===== src/logic/dual_timebase_pkg.sv =====
// Package with register map, field positions, reset values and timing counts of the dual timebase timer
package dual_timebase_pkg;
    // Register indices; byte address is four times the index
    localparam logic [7:0] IDX_TB2_CSR = 8'h08;
    localparam logic [7:0] IDX_RELOAD = 8'h09;
    localparam logic [7:0] IDX_CNT2 = 8'h0A;
    localparam logic [7:0] IDX_TB1_CSR = 8'h0B;
    localparam logic [7:0] IDX_CAPTURE = 8'h0C;
    localparam int ADDR_W = 8;

    // Field positions in timebase1_capture_ctrl_status
    localparam int B_CAP_IE = 7;
    localparam int B_CAP_F = 6;
    localparam int B_PERIOD_SEL = 5;
    localparam int B_TB1_IE = 4;
    localparam int B_TB1_F = 3;
    // Field positions in timebase2_ctrl_status
    localparam int B_TB2_IE = 1;
    localparam int B_TB2_F = 0;

    localparam logic [7:0] RST_BYTE = 8'h00;
    localparam logic [31:0] RST_WORD = 32'h0000_0000;

    // Timing: oscillator cycles per count, terminal counts, periods in oscillator periods
    localparam int OSC_PER_COUNT = 32;
    localparam logic [4:0] PRESC_LAST = 5'(OSC_PER_COUNT - 1);
    localparam logic [7:0] CNT1_LAST = 8'hF9;
    localparam logic [7:0] CNT2_LAST = 8'hFF;
    localparam int TB1_PERIOD_SHORT = 8000;
    localparam int TB1_PERIOD_LONG = 16000;
    localparam int TB1_COUNTS = TB1_PERIOD_SHORT / OSC_PER_COUNT;

    localparam logic [1:0] RESP_OKAY = 2'b00;
    localparam logic [1:0] RESP_SLVERR = 2'b10;

    // Interrupt request lines
    typedef struct packed {
        logic tb1;
        logic tb2;
        logic capture;
    } irq_lines_t;

    // Whole state of the timer, counters plus bus slave
    typedef struct packed {
        logic [4:0] presc;
        logic [7:0] cnt1;
        logic tb1_half;
        logic [7:0] cnt2;
        logic [7:0] reload;
        logic period_select;
        logic tb1_ie;
        logic tb1_flag;
        logic tb2_ie;
        logic tb2_flag;
        logic cap_ie;
        logic cap_flag;
        logic [7:0] capture;
        logic pin_s1;
        logic pin_s2;
        logic pin_s3;
        logic aw_hold;
        logic [ADDR_W-1:0] awaddr;
        logic w_hold;
        logic [31:0] wdata;
        logic [3:0] wstrb;
        logic bvalid;
        logic [1:0] bresp;
        logic rvalid;
        logic [31:0] rdata;
        logic [1:0] rresp;
    } timer_state_t;
endpackage


===== src/logic/dual_timebase_capture_timer.sv =====
// Dual timebase timer with input capture and AXI4-Lite register slave
// Overview of operation
// RQ1: Counter 1 is internal, eight bits, never readable nor writable by software.
// RQ2: Counter 1 starts at zero and advances once every 32 oscillator cycles.
// RQ3: Counter 1 wraps from F9h to 00h; that wrap is the timebase 1 event.
// RQ4: Period select 0 gives 8000 oscillator periods, 1 gives 16000.
// RQ5: Timebase 1 event sets its flag; interrupt requested while its enable is set.
// RQ6: Reading the first control/status register clears timebase 1 flag; writes ignored.
// RQ7: Capture pin edge copies counter 1 to capture register, sets flag, may interrupt.
// RQ8: Edges are ignored and capture value kept while the capture flag is set.
// RQ9: Reading the capture register clears capture flag; writes do not change it.
// RQ10: Software reads the capture register once after reset to clear the flag.
// RQ11: Capture register is read-only, zero after reset, holds the latest capture.
// RQ12: Counter 2 starts at the reload value and advances every 32 oscillator cycles.
// RQ13: Counter 2 overflow after FFh loads the reload value.
// RQ14: Reload writes accepted anytime, used only at the next counter 2 overflow.
// RQ15: Counter 2 overflow sets timebase 2 flag; interrupt requested while enabled.
// RQ16: Reading the second control/status register clears the timebase 2 flag.
// RQ17: Halt stops both counters; other low-power modes do not affect counting.
// RQ18: Each event has its own request line gated by its enable and global mask.
// RQ19: Software keeps the upper six bits of the second status register zero.
// RQ20: Capture pin is synchronised and edges found by comparing successive samples.
//
// Local design decision: the AXI4-Lite interface to the registers.
module dual_timebase_capture_timer (
    // Clock and reset
    input wire logic aclk,
    input wire logic aresetn,
    // AXI4-Lite write address and data
    input wire logic awvalid,
    output logic awready,
    input wire logic [dual_timebase_pkg::ADDR_W-1:0] awaddr,
    input wire logic [2:0] awprot,
    input wire logic wvalid,
    output logic wready,
    input wire logic [31:0] wdata,
    input wire logic [3:0] wstrb,
    // AXI4-Lite write response
    output logic bvalid,
    input wire logic bready,
    output logic [1:0] bresp,
    // AXI4-Lite read
    input wire logic arvalid,
    output logic arready,
    input wire logic [dual_timebase_pkg::ADDR_W-1:0] araddr,
    input wire logic [2:0] arprot,
    output logic rvalid,
    input wire logic rready,
    output logic [31:0] rdata,
    output logic [1:0] rresp,
    // System controls
    input wire logic halt_mode,
    input wire logic global_irq_mask,
    // Capture input
    input wire logic capture_pin,
    // Interrupt requests
    output dual_timebase_pkg::irq_lines_t irq
);
    import dual_timebase_pkg::*;

    timer_state_t s_ff;
    timer_state_t nxt_s;

    // Maps a byte address to a register index; out-of-map gives 8'h00
    function automatic logic [7:0] reg_index(input logic [ADDR_W-1:0] addr);
        logic [7:0] idx;
        idx = 8'h00;
        if (addr[1:0] == 2'b00) begin
            idx = 8'(addr[ADDR_W-1:2]);
        end
        if (idx < IDX_TB2_CSR || idx > IDX_CAPTURE) begin
            idx = 8'h00;
        end
        return idx;
    endfunction

    logic tick;
    logic cnt1_wrap;
    logic tb1_event;
    logic cnt2_ovf;
    logic pin_edge;
    logic cap_take;
    logic rd_take;
    logic wr_do;
    logic [7:0] rd_idx;
    logic [7:0] wr_idx;
    logic clr_tb1;
    logic clr_tb2;
    logic clr_cap;

    assign awready = !s_ff.aw_hold;
    assign wready = !s_ff.w_hold;
    assign arready = !s_ff.rvalid;
    assign bvalid = s_ff.bvalid;
    assign bresp = s_ff.bresp;
    assign rvalid = s_ff.rvalid;
    assign rdata = s_ff.rdata;
    assign rresp = s_ff.rresp;

    always_comb begin
        nxt_s = s_ff;
        tick = (s_ff.presc == PRESC_LAST) && !halt_mode; // see RQ2 see RQ12 see RQ17
        cnt1_wrap = tick && (s_ff.cnt1 == CNT1_LAST); // see RQ3
        tb1_event = cnt1_wrap && (!s_ff.period_select || s_ff.tb1_half); // see RQ4
        cnt2_ovf = tick && (s_ff.cnt2 == CNT2_LAST); // see RQ13
        pin_edge = s_ff.pin_s2 != s_ff.pin_s3; // see RQ20
        cap_take = pin_edge && !s_ff.cap_flag; // see RQ8
        rd_take = arvalid && !s_ff.rvalid;
        rd_idx = reg_index(araddr);
        wr_idx = reg_index(s_ff.awaddr);
        wr_do = s_ff.aw_hold && s_ff.w_hold && !s_ff.bvalid;
        clr_tb1 = rd_take && (rd_idx == IDX_TB1_CSR); // see RQ6
        clr_tb2 = rd_take && (rd_idx == IDX_TB2_CSR); // see RQ16
        clr_cap = rd_take && (rd_idx == IDX_CAPTURE); // see RQ9

        // Prescaler and counters freeze in halt
        if (!halt_mode) begin
            nxt_s.presc = 5'(s_ff.presc + 5'd1);
        end
        if (cnt1_wrap) begin
            nxt_s.cnt1 = RST_BYTE; // see RQ3
            nxt_s.tb1_half = s_ff.period_select ? !s_ff.tb1_half : 1'b0; // see RQ4
        end else if (tick) begin
            nxt_s.cnt1 = 8'(s_ff.cnt1 + 8'd1); // see RQ1 see RQ2
        end
        if (cnt2_ovf) begin
            nxt_s.cnt2 = s_ff.reload; // see RQ13 see RQ14
        end else if (tick) begin
            nxt_s.cnt2 = 8'(s_ff.cnt2 + 8'd1); // see RQ12
        end

        // Capture pin synchroniser and edge sampling
        nxt_s.pin_s1 = capture_pin;
        nxt_s.pin_s2 = s_ff.pin_s1;
        nxt_s.pin_s3 = s_ff.pin_s2; // see RQ20
        if (cap_take) begin
            nxt_s.capture = s_ff.cnt1; // see RQ7 see RQ11
        end

        // Flags: a set in the same cycle as a read-clear wins
        if (tb1_event) begin
            nxt_s.tb1_flag = 1'b1; // see RQ5
        end else if (clr_tb1) begin
            nxt_s.tb1_flag = 1'b0; // see RQ6
        end
        if (cnt2_ovf) begin
            nxt_s.tb2_flag = 1'b1; // see RQ15
        end else if (clr_tb2) begin
            nxt_s.tb2_flag = 1'b0; // see RQ16
        end
        if (cap_take) begin
            nxt_s.cap_flag = 1'b1; // see RQ7
        end else if (clr_cap) begin
            nxt_s.cap_flag = 1'b0; // see RQ9 see RQ10
        end

        // Write address and data are held until both are present
        if (awvalid && !s_ff.aw_hold) begin
            nxt_s.aw_hold = 1'b1;
            nxt_s.awaddr = awaddr;
        end
        if (wvalid && !s_ff.w_hold) begin
            nxt_s.w_hold = 1'b1;
            nxt_s.wdata = wdata;
            nxt_s.wstrb = wstrb;
        end
        if (wr_do) begin
            nxt_s.aw_hold = 1'b0;
            nxt_s.w_hold = 1'b0;
            nxt_s.bvalid = 1'b1;
            nxt_s.bresp = (wr_idx == 8'h00) ? RESP_SLVERR : RESP_OKAY;
            if (s_ff.wstrb[0]) begin
                case (wr_idx)
                    IDX_TB2_CSR: begin
                        nxt_s.tb2_ie = s_ff.wdata[B_TB2_IE]; // see RQ15
                    end
                    IDX_RELOAD: begin
                        nxt_s.reload = s_ff.wdata[7:0]; // see RQ14
                    end
                    IDX_TB1_CSR: begin
                        nxt_s.cap_ie = s_ff.wdata[B_CAP_IE];
                        nxt_s.period_select = s_ff.wdata[B_PERIOD_SEL]; // see RQ4
                        nxt_s.tb1_ie = s_ff.wdata[B_TB1_IE];
                    end
                    default: begin
                    end
                endcase
            end
        end else if (s_ff.bvalid && bready) begin
            nxt_s.bvalid = 1'b0;
        end

        // Read data is captured at the address handshake
        if (rd_take) begin
            nxt_s.rvalid = 1'b1;
            nxt_s.rresp = RESP_OKAY;
            nxt_s.rdata = RST_WORD;
            case (rd_idx)
                IDX_TB2_CSR: begin
                    nxt_s.rdata[B_TB2_IE] = s_ff.tb2_ie;
                    nxt_s.rdata[B_TB2_F] = s_ff.tb2_flag;
                end
                IDX_RELOAD: begin
                    nxt_s.rdata[7:0] = s_ff.reload;
                end
                IDX_CNT2: begin
                    nxt_s.rdata[7:0] = s_ff.cnt2;
                end
                IDX_TB1_CSR: begin
                    nxt_s.rdata[B_CAP_IE] = s_ff.cap_ie;
                    nxt_s.rdata[B_CAP_F] = s_ff.cap_flag;
                    nxt_s.rdata[B_PERIOD_SEL] = s_ff.period_select;
                    nxt_s.rdata[B_TB1_IE] = s_ff.tb1_ie;
                    nxt_s.rdata[B_TB1_F] = s_ff.tb1_flag;
                end
                IDX_CAPTURE: begin
                    nxt_s.rdata[7:0] = s_ff.capture; // see RQ11
                end
                default: begin
                    nxt_s.rresp = RESP_SLVERR;
                end
            endcase
        end else if (s_ff.rvalid && rready) begin
            nxt_s.rvalid = 1'b0;
        end
    end

    always_ff @(posedge aclk) begin
        if (!aresetn) begin
            s_ff <= '0; // see RQ2 see RQ11 see RQ12
        end else begin
            s_ff <= nxt_s;
        end
    end

    // Separate request lines, each behind its enable and the global mask
    always_comb begin
        irq.tb1 = s_ff.tb1_flag && s_ff.tb1_ie && !global_irq_mask; // see RQ5 see RQ18
        irq.tb2 = s_ff.tb2_flag && s_ff.tb2_ie && !global_irq_mask; // see RQ15 see RQ18
        irq.capture = s_ff.cap_flag && s_ff.cap_ie && !global_irq_mask; // see RQ7 see RQ18
    end
endmodule


===== config.mk =====
export PLATFORM = sky130hd
export DESIGN_NAME = dual_timebase_capture_timer
export DESIGN_NICKNAME = d
export VERILOG_FILES = /design/src/logic/dual_timebase_pkg.sv /design/src/logic/dual_timebase_capture_timer.sv
export SDC_FILE = /design/constraint.sdc
export NUM_CORES = 1
export LEC_CHECK = 0
export CAP_MARGIN = 20
export CELL_PAD_IN_SITES_DETAIL_PLACEMENT = 1
export CELL_PAD_IN_SITES_GLOBAL_PLACEMENT = 1
export CORE_MARGIN = 2
export CORE_UTILIZATION = 49
export DETAILED_ROUTE_END_ITERATION = 6
export DONT_BUFFER_PORTS = 1
export GPL_ROUTABILITY_DRIVEN = 1
export PLACE_DENSITY_LB_ADDON = 0.1
export SETUP_SLACK_MARGIN = 0.02
export SLEW_MARGIN = 10
export SYNTH_ARGS = -nofsm -noshare
export SYNTH_HDL_FRONTEND = slang
export SYNTH_SLANG_ARGS = --single-unit

===== constraint.sdc =====
create_clock -name aclk -period 6.28 [get_ports aclk]
set_input_delay 0.942 -clock aclk [delete_from_list [all_inputs] [get_ports aclk]]
set_output_delay 0.942 -clock aclk [all_outputs]
set_load 0.1 [all_outputs]

==> qor.yml, run 1 <==
global_route:
  grt_max_degree: 63
  grt_pass1_vias: 2911
  grt_pass1_wl_um: 14400
  antenna_found_initial: 0
  grt_usage: 0.2174
  grt_overflow: 0
place:
  dp_hpwl_um: 6205
  globalplace.congestion: 0.8901
  port_buffers: 0
  placed_area_mm2: 0.003656
final_layout:
  nFillCells: 909
  design_area_mm2: 0.003881
  diodes: 0
  layout_common_cells: "79 x dfxtp_1, 61 x nand2_1, 50 x nor2_1"
  drive_gt1_frac: 0.07657
  final_nets: 499
  syn2layout_area_growth_pct: 2.954
  layout_commonest_cell: "dfxtp_1"
worst_setup_path:
  critPathRequiredTime_ns: 5.34
  crit_arrival_ns: 2.14
  crit_buf_inv: 1
  end_kind: "output port"
  crit_start: "rvalid"
  rr_startpoint: "rvalid"
  path_cells: "inv_1"
  max_stage_delay_ns: 1.04
  worst-setup-path-type: "reg2out"
  start_kind: "register"
  critPathSlowestCell: "dfxtp_1"
  critPathTopFamily: "flip-flops"
  worstPathMaxFanout: 6
logic_synthesis:
  synth_flop_cell: "dfxtp_1"
  yosysWarnings: 0
  syn-cell-area_mm2: 0.003770
  yosys-top-cells-area: "dfxtp_1 42%, buf_4 7.2%, mux2i_1 6.6%"
  synth.distinct_cells: 46
  yosysTopAreaCellShare: 0.4195
  synth_edf_count: 0
  syn_avg_cell_area_um2: 8.510
  synth_seq_cells: 79
  yosysSeqAreaShare: 0.4195
  yosys.area.top_type: "dfxtp_1"
  syn_inst: 443
  async_reset_ff_frac: 0
detailed_routing:
  drtIter0Drc: 134
  wl_per_cell_um: 16.44
  vias: 2904
  drt_first_pass_iters: 4
  routed_wl_um: 8715
  drc_errors: 0
  routed_via_density: 5.479
  ant_nets: 0
clock_tree:
  cts_tree: "yes"
  post-cts-setup-buffers: 0
  ctsLongestPathBuffers: 2
  cts_resized: 0
  hold_buffers: 0
  clk_latency_ns: 0.36
  h-tree-depth: 3
  clock_sinks: 79
  clk_pin_slew_worst_paths_ns: 0.09
  numCtsBuffers: 9
  clock-root-buffer: "clkbuf_8"
sta:
  rsz0062_at_grt: "false"
  setup_viol: 0
  min_period_ns: 3.087
  finalMaxSlewViolations: 0
  relSlewSlack: 0.2806
  worst_slew_pin_slew_ns: 1.078
  worst_clock_skew_ns: 0.007278
  hold_viol_final: 0
  max_freq_mhz: 324.0
  period_share: 0.4915
  finalSetupTns_ns: 0
power_and_ir_drop:
  leakagePower_nw: 1.362
  swShare: 0.3179
  p_seq_frac: 0.508
  switching_power_w: 0.0003353
  p_comb_frac: 0.120
  ir_drop_mv: 0.1421
  clockPowerShare: 0.372
  powerDensity_mw_per_mm2: 271.7
  intPower_w: 0.0007193
flow_run:
  drv_cap: 0
hold_path:
  worstHoldPathType: "reg2reg"
  hold_start: "nxt_s[85]"
floorplan:
  ios: 112
  fp.coreArea_mm2: 0.007370
  fp.dieW_um: 91.72
  die_h_um: 91.72
  start_util: 0.5115
  rows: 31
  die_area_mm2: 0.008412
outcome:
  status: "completed"
-- final timing paths --
check                           cells past startpoint         to  slack (ns)
worst max-delay path                                1    arready        3.19
worst min-delay path                                1  nxt_s[84]        0.44
worst max register to register                      4   rdata[3]        3.69
worst min register to register                      1  nxt_s[84]        0.44
-- layer usage --
layer,vias up,global-route usage,wire length (um)
li1,1441,-,-
met1,1383,0.2832,4054
met2,66,0.3566,4121
met3,14,0.04191,369
met4,0,0.08458,169
met5,-,0,0
-- layout make-up --
type,instances,area [um^2],area share
clock buffer,9,123.9,0.03191
clock inverter,7,81.33,0.02095
inverter,9,33.78,0.008704
multi-input combinational,326,1917,0.4939
sequential,79,1582,0.4075
tap,99,123.9,0.03191
timing repair buffer,1,20.02,0.005158
-- power groups by stage --
stage,sequential (W),clock (W),combinational (W)
2_1_floorplan,0.000537,0,0.000143
3_3_place_gp,0.000547,0,0.000123
3_5_place_dp,0.000548,0,0.000125
4_1_cts,0.000537,0.000401,0.000125
5_1_grt,0.000539,0.000424,0.000134
6_report,0.000536,0.000392,0.000126
-- synth_stat cells (4+ instances only) --
master,count
nand4_1,7
nand3_1,5
a211oi_1,4
nor2_1,53
buf_4,36
dfxtp_1,79
nor3_1,6
clkbuf_1,17
a21oi_1,33
xor2_1,5
a21o_1,6
ha_1,5
xnor2_1,6
a31oi_1,13
nand2_1,61
nor4bb_1,7
inv_1,8
mux2_2,7
mux2i_1,25
and2_1,4
o21ai_0,17
nor2b_1,7
-- sequential cells by signal (all words and copies together) (netlist names) --
register,cells
bvalid,1
rresp,1
bresp,1
nxt_s,2
rdata,8
rvalid,1
s_ff,65
-- cell families (layout without fill, tap and decap cells) --
family	after synthesis	count (layout)	synth area share
and+or+nand+nor	172	172	0.2267
AOI/OAI and AO/OA	80	80	0.1245
DFF	79	79	0.4195
buffers and inverters	63	26	0.09890
muxes	32	32	0.08729
xor gates and xnor gates	11	11	0.02556
adders and majority gates	5	5	0.01659
other	1	26	0.0009947
-- metrics by stage --
step	worst slack [ns]	power (W)	hold slack [ns]	utilization	instances
2_1_floorplan	3.143	0.0006802	0.4119	-	468
3_3_place_gp	3.594	0.0006703	0.4145	0.4961	513
3_5_place_dp	3.585	0.0006734	0.4197	0.4961	513
4_1_cts	3.185	0.001063	0.4477	0.5239	529
5_1_grt	3.141	0.001096	0.4917	0.5267	530
6_report	3.193	0.001055	0.4442	0.5267	530
No activity file was read; power rests on OpenSTA's default activity.
==> inputs of run 2 (changes only) <==
--- a/config.mk
+++ b/config.mk
@@ -9,7 +9,7 @@
 export CELL_PAD_IN_SITES_DETAIL_PLACEMENT = 1
 export CELL_PAD_IN_SITES_GLOBAL_PLACEMENT = 1
 export CORE_MARGIN = 2
-export CORE_UTILIZATION = 49
+export CORE_UTILIZATION = 41
 export DETAILED_ROUTE_END_ITERATION = 6
 export DONT_BUFFER_PORTS = 1
 export GPL_ROUTABILITY_DRIVEN = 1
==> constraint.sdc (replaced) <==
create_clock -name aclk -period 2.6 [get_ports aclk]
set_input_delay 0.39 -clock aclk [delete_from_list [all_inputs] [get_ports aclk]]
set_output_delay 0.39 -clock aclk [all_outputs]
set_load 0.1 [all_outputs]
==> qor.yml, run 2 (synthesis results as in run 1) <==
clock_tree:
  clk_pin_slew_worst_paths_ns: 0.09
  cts_resized: 0
  clk_latency_ns: 0.35
  ctsLongestPathBuffers: 2
  clock-root-buffer: "clkbuf_8"
  h-tree-depth: 3
  cts_tree: "yes"
  clock_sinks: 79
  numCtsBuffers: 9
  hold_buffers: 0
  post-cts-setup-buffers: 0
place:
  port_buffers: 0
  dp_hpwl_um: 6637
  post-place-cells: 536
  placed_area_mm2: 0.003772
  globalplace.congestion: 0.8412
global_route:
  grt_pass1_vias: 2946
  grt_max_degree: 23
  grt_usage: 0.1870
  grt_overflow: 0
  antenna_found_initial: 0
  grt_pass1_wl_um: 14520
detailed_routing:
  ant_nets: 0
  drc_errors: 0
  drtIter0Drc: 114
  routed_wl_um: 8951
  drt_first_pass_iters: 4
  wl_per_cell_um: 16.22
  routed_via_density: 5.370
  vias: 2964
power_and_ir_drop:
  ir_drop_mv: 0.3135
  leakagePower_nw: 1.433
  total_power_w: 0.002607
  powerDensity_mw_per_mm2: 654.3
hold_path:
  worstHoldPathType: "in2reg"
  holdPathStages: 1
floorplan:
  die_area_mm2: 0.009978
  rows: 34
  fp.coreArea_mm2: 0.008806
  start_util: 0.4281
  fp.dieW_um: 99.89
  die_h_um: 99.89
  ios: 112
sta:
  rsz0062_at_grt: "false"
  hold_viol_final: 0
  hold_slack_ns: 0.1298
  finalSetupTns_ns: 0
  finalMaxSlewViolations: 0
  setup_viol: 0
  relSlewSlack: 0.3491
  period_share: 0.8011
  max_freq_mhz: 480.1
  worst_slew_pin_slew_ns: 0.9750
  min_period_ns: 2.083
  worst_clock_skew_ns: 0.01192
final_layout:
  layout_common_cells: "79 x dfxtp_1, 61 x nand2_1, 50 x nor2_1"
  syn2layout_area_growth_pct: 5.675
  largest_register: "s_ff"
  nFillCells: 1087
  diodes: 0
  drive_gt1_frac: 0.1014
  layout_commonest_cell: "dfxtp_1"
  design_area_mm2: 0.003984
  final_nets: 512
  largest_reg_flops: 65
  fin_cells: 552
flow_run:
  drv_cap: 0
worst_setup_path:
  crit_arrival_ns: 2.38
  rr_worst_depth: 7
  end_kind: "register"
  worstPathMaxFanout: 3
  start_kind: "register"
  worst-setup-path-type: "reg2reg"
  critPathRequiredTime_ns: 2.89
  r2r_slack_ns: 0.52
outcome:
  status: "completed"
run 2: cell types whose count changed in the layout (fill, tap and decap cells not counted), sizes merged:
cell / before / now
buf: 1 / 14
inv: 11 / 10
clkbuf: 9 / 10
bufinv: 1 / 2
clkinvlp: 1 / 0
run 2: layout make-up:
cell class                 count  area [um^2]  area share
clock inverter                 6        83.83     0.02104
inverter                       9        33.78    0.008480
timing repair buffer          14        105.1     0.02638
sequential                    79         1582      0.3970
tap                          108        135.1     0.03392
clock buffer                  10        127.6     0.03204
multi-input combinational    326         1917      0.4812
run 2: power breakdown:
part / total (W) / switching, W / internal [W]
Sequential: 0.00128 / 0.0000413 / 0.00124
Clock: 0.00100 / 0.000460 / 0.000540
Combinational: 0.000327 / 0.000276 / 0.0000509
Total: 0.00261 / 0.000778 / 0.00183
run 2: metal layers:
layer  vias up  share of wire  GRT usage  routed length [um]
met4         0          0.014    0.05058                 129
li1       1464              -          -                   -
met3        10          0.056    0.04596                 501
met1      1407           0.45     0.2412                4025
met2        83           0.48     0.3139                4295
met5         -              0          0                   0
run 2: through the flow:
step / worst slack, ns / utilization
floorplan: 0.2434 / -
global placement: 0.6216 / 0.4284
detailed placement: 0.5044 / 0.4284
CTS: 0.5031 / 0.4524
global route: 0.3484 / 0.4524
finish: 0.5171 / 0.4524
run 2: worst paths after layout:
path / startpoint / to
setup / recovery: s_ff[127] / s_ff[99]
hold / removal: rready / rvalid
setup reg to reg: s_ff[127] / s_ff[99]
hold reg to reg: nxt_s[85] / nxt_s[84]
run 2: worst max-delay path, cell delays in order (launching register included):
cell,delay [ns]
dfxtp_1,0.38
ha_1,0.18
and3_1,0.17
ha_1,0.19
nand2b_1,0.09
or4_1,0.55
or2_2,0.36
a21oi_1,0.12
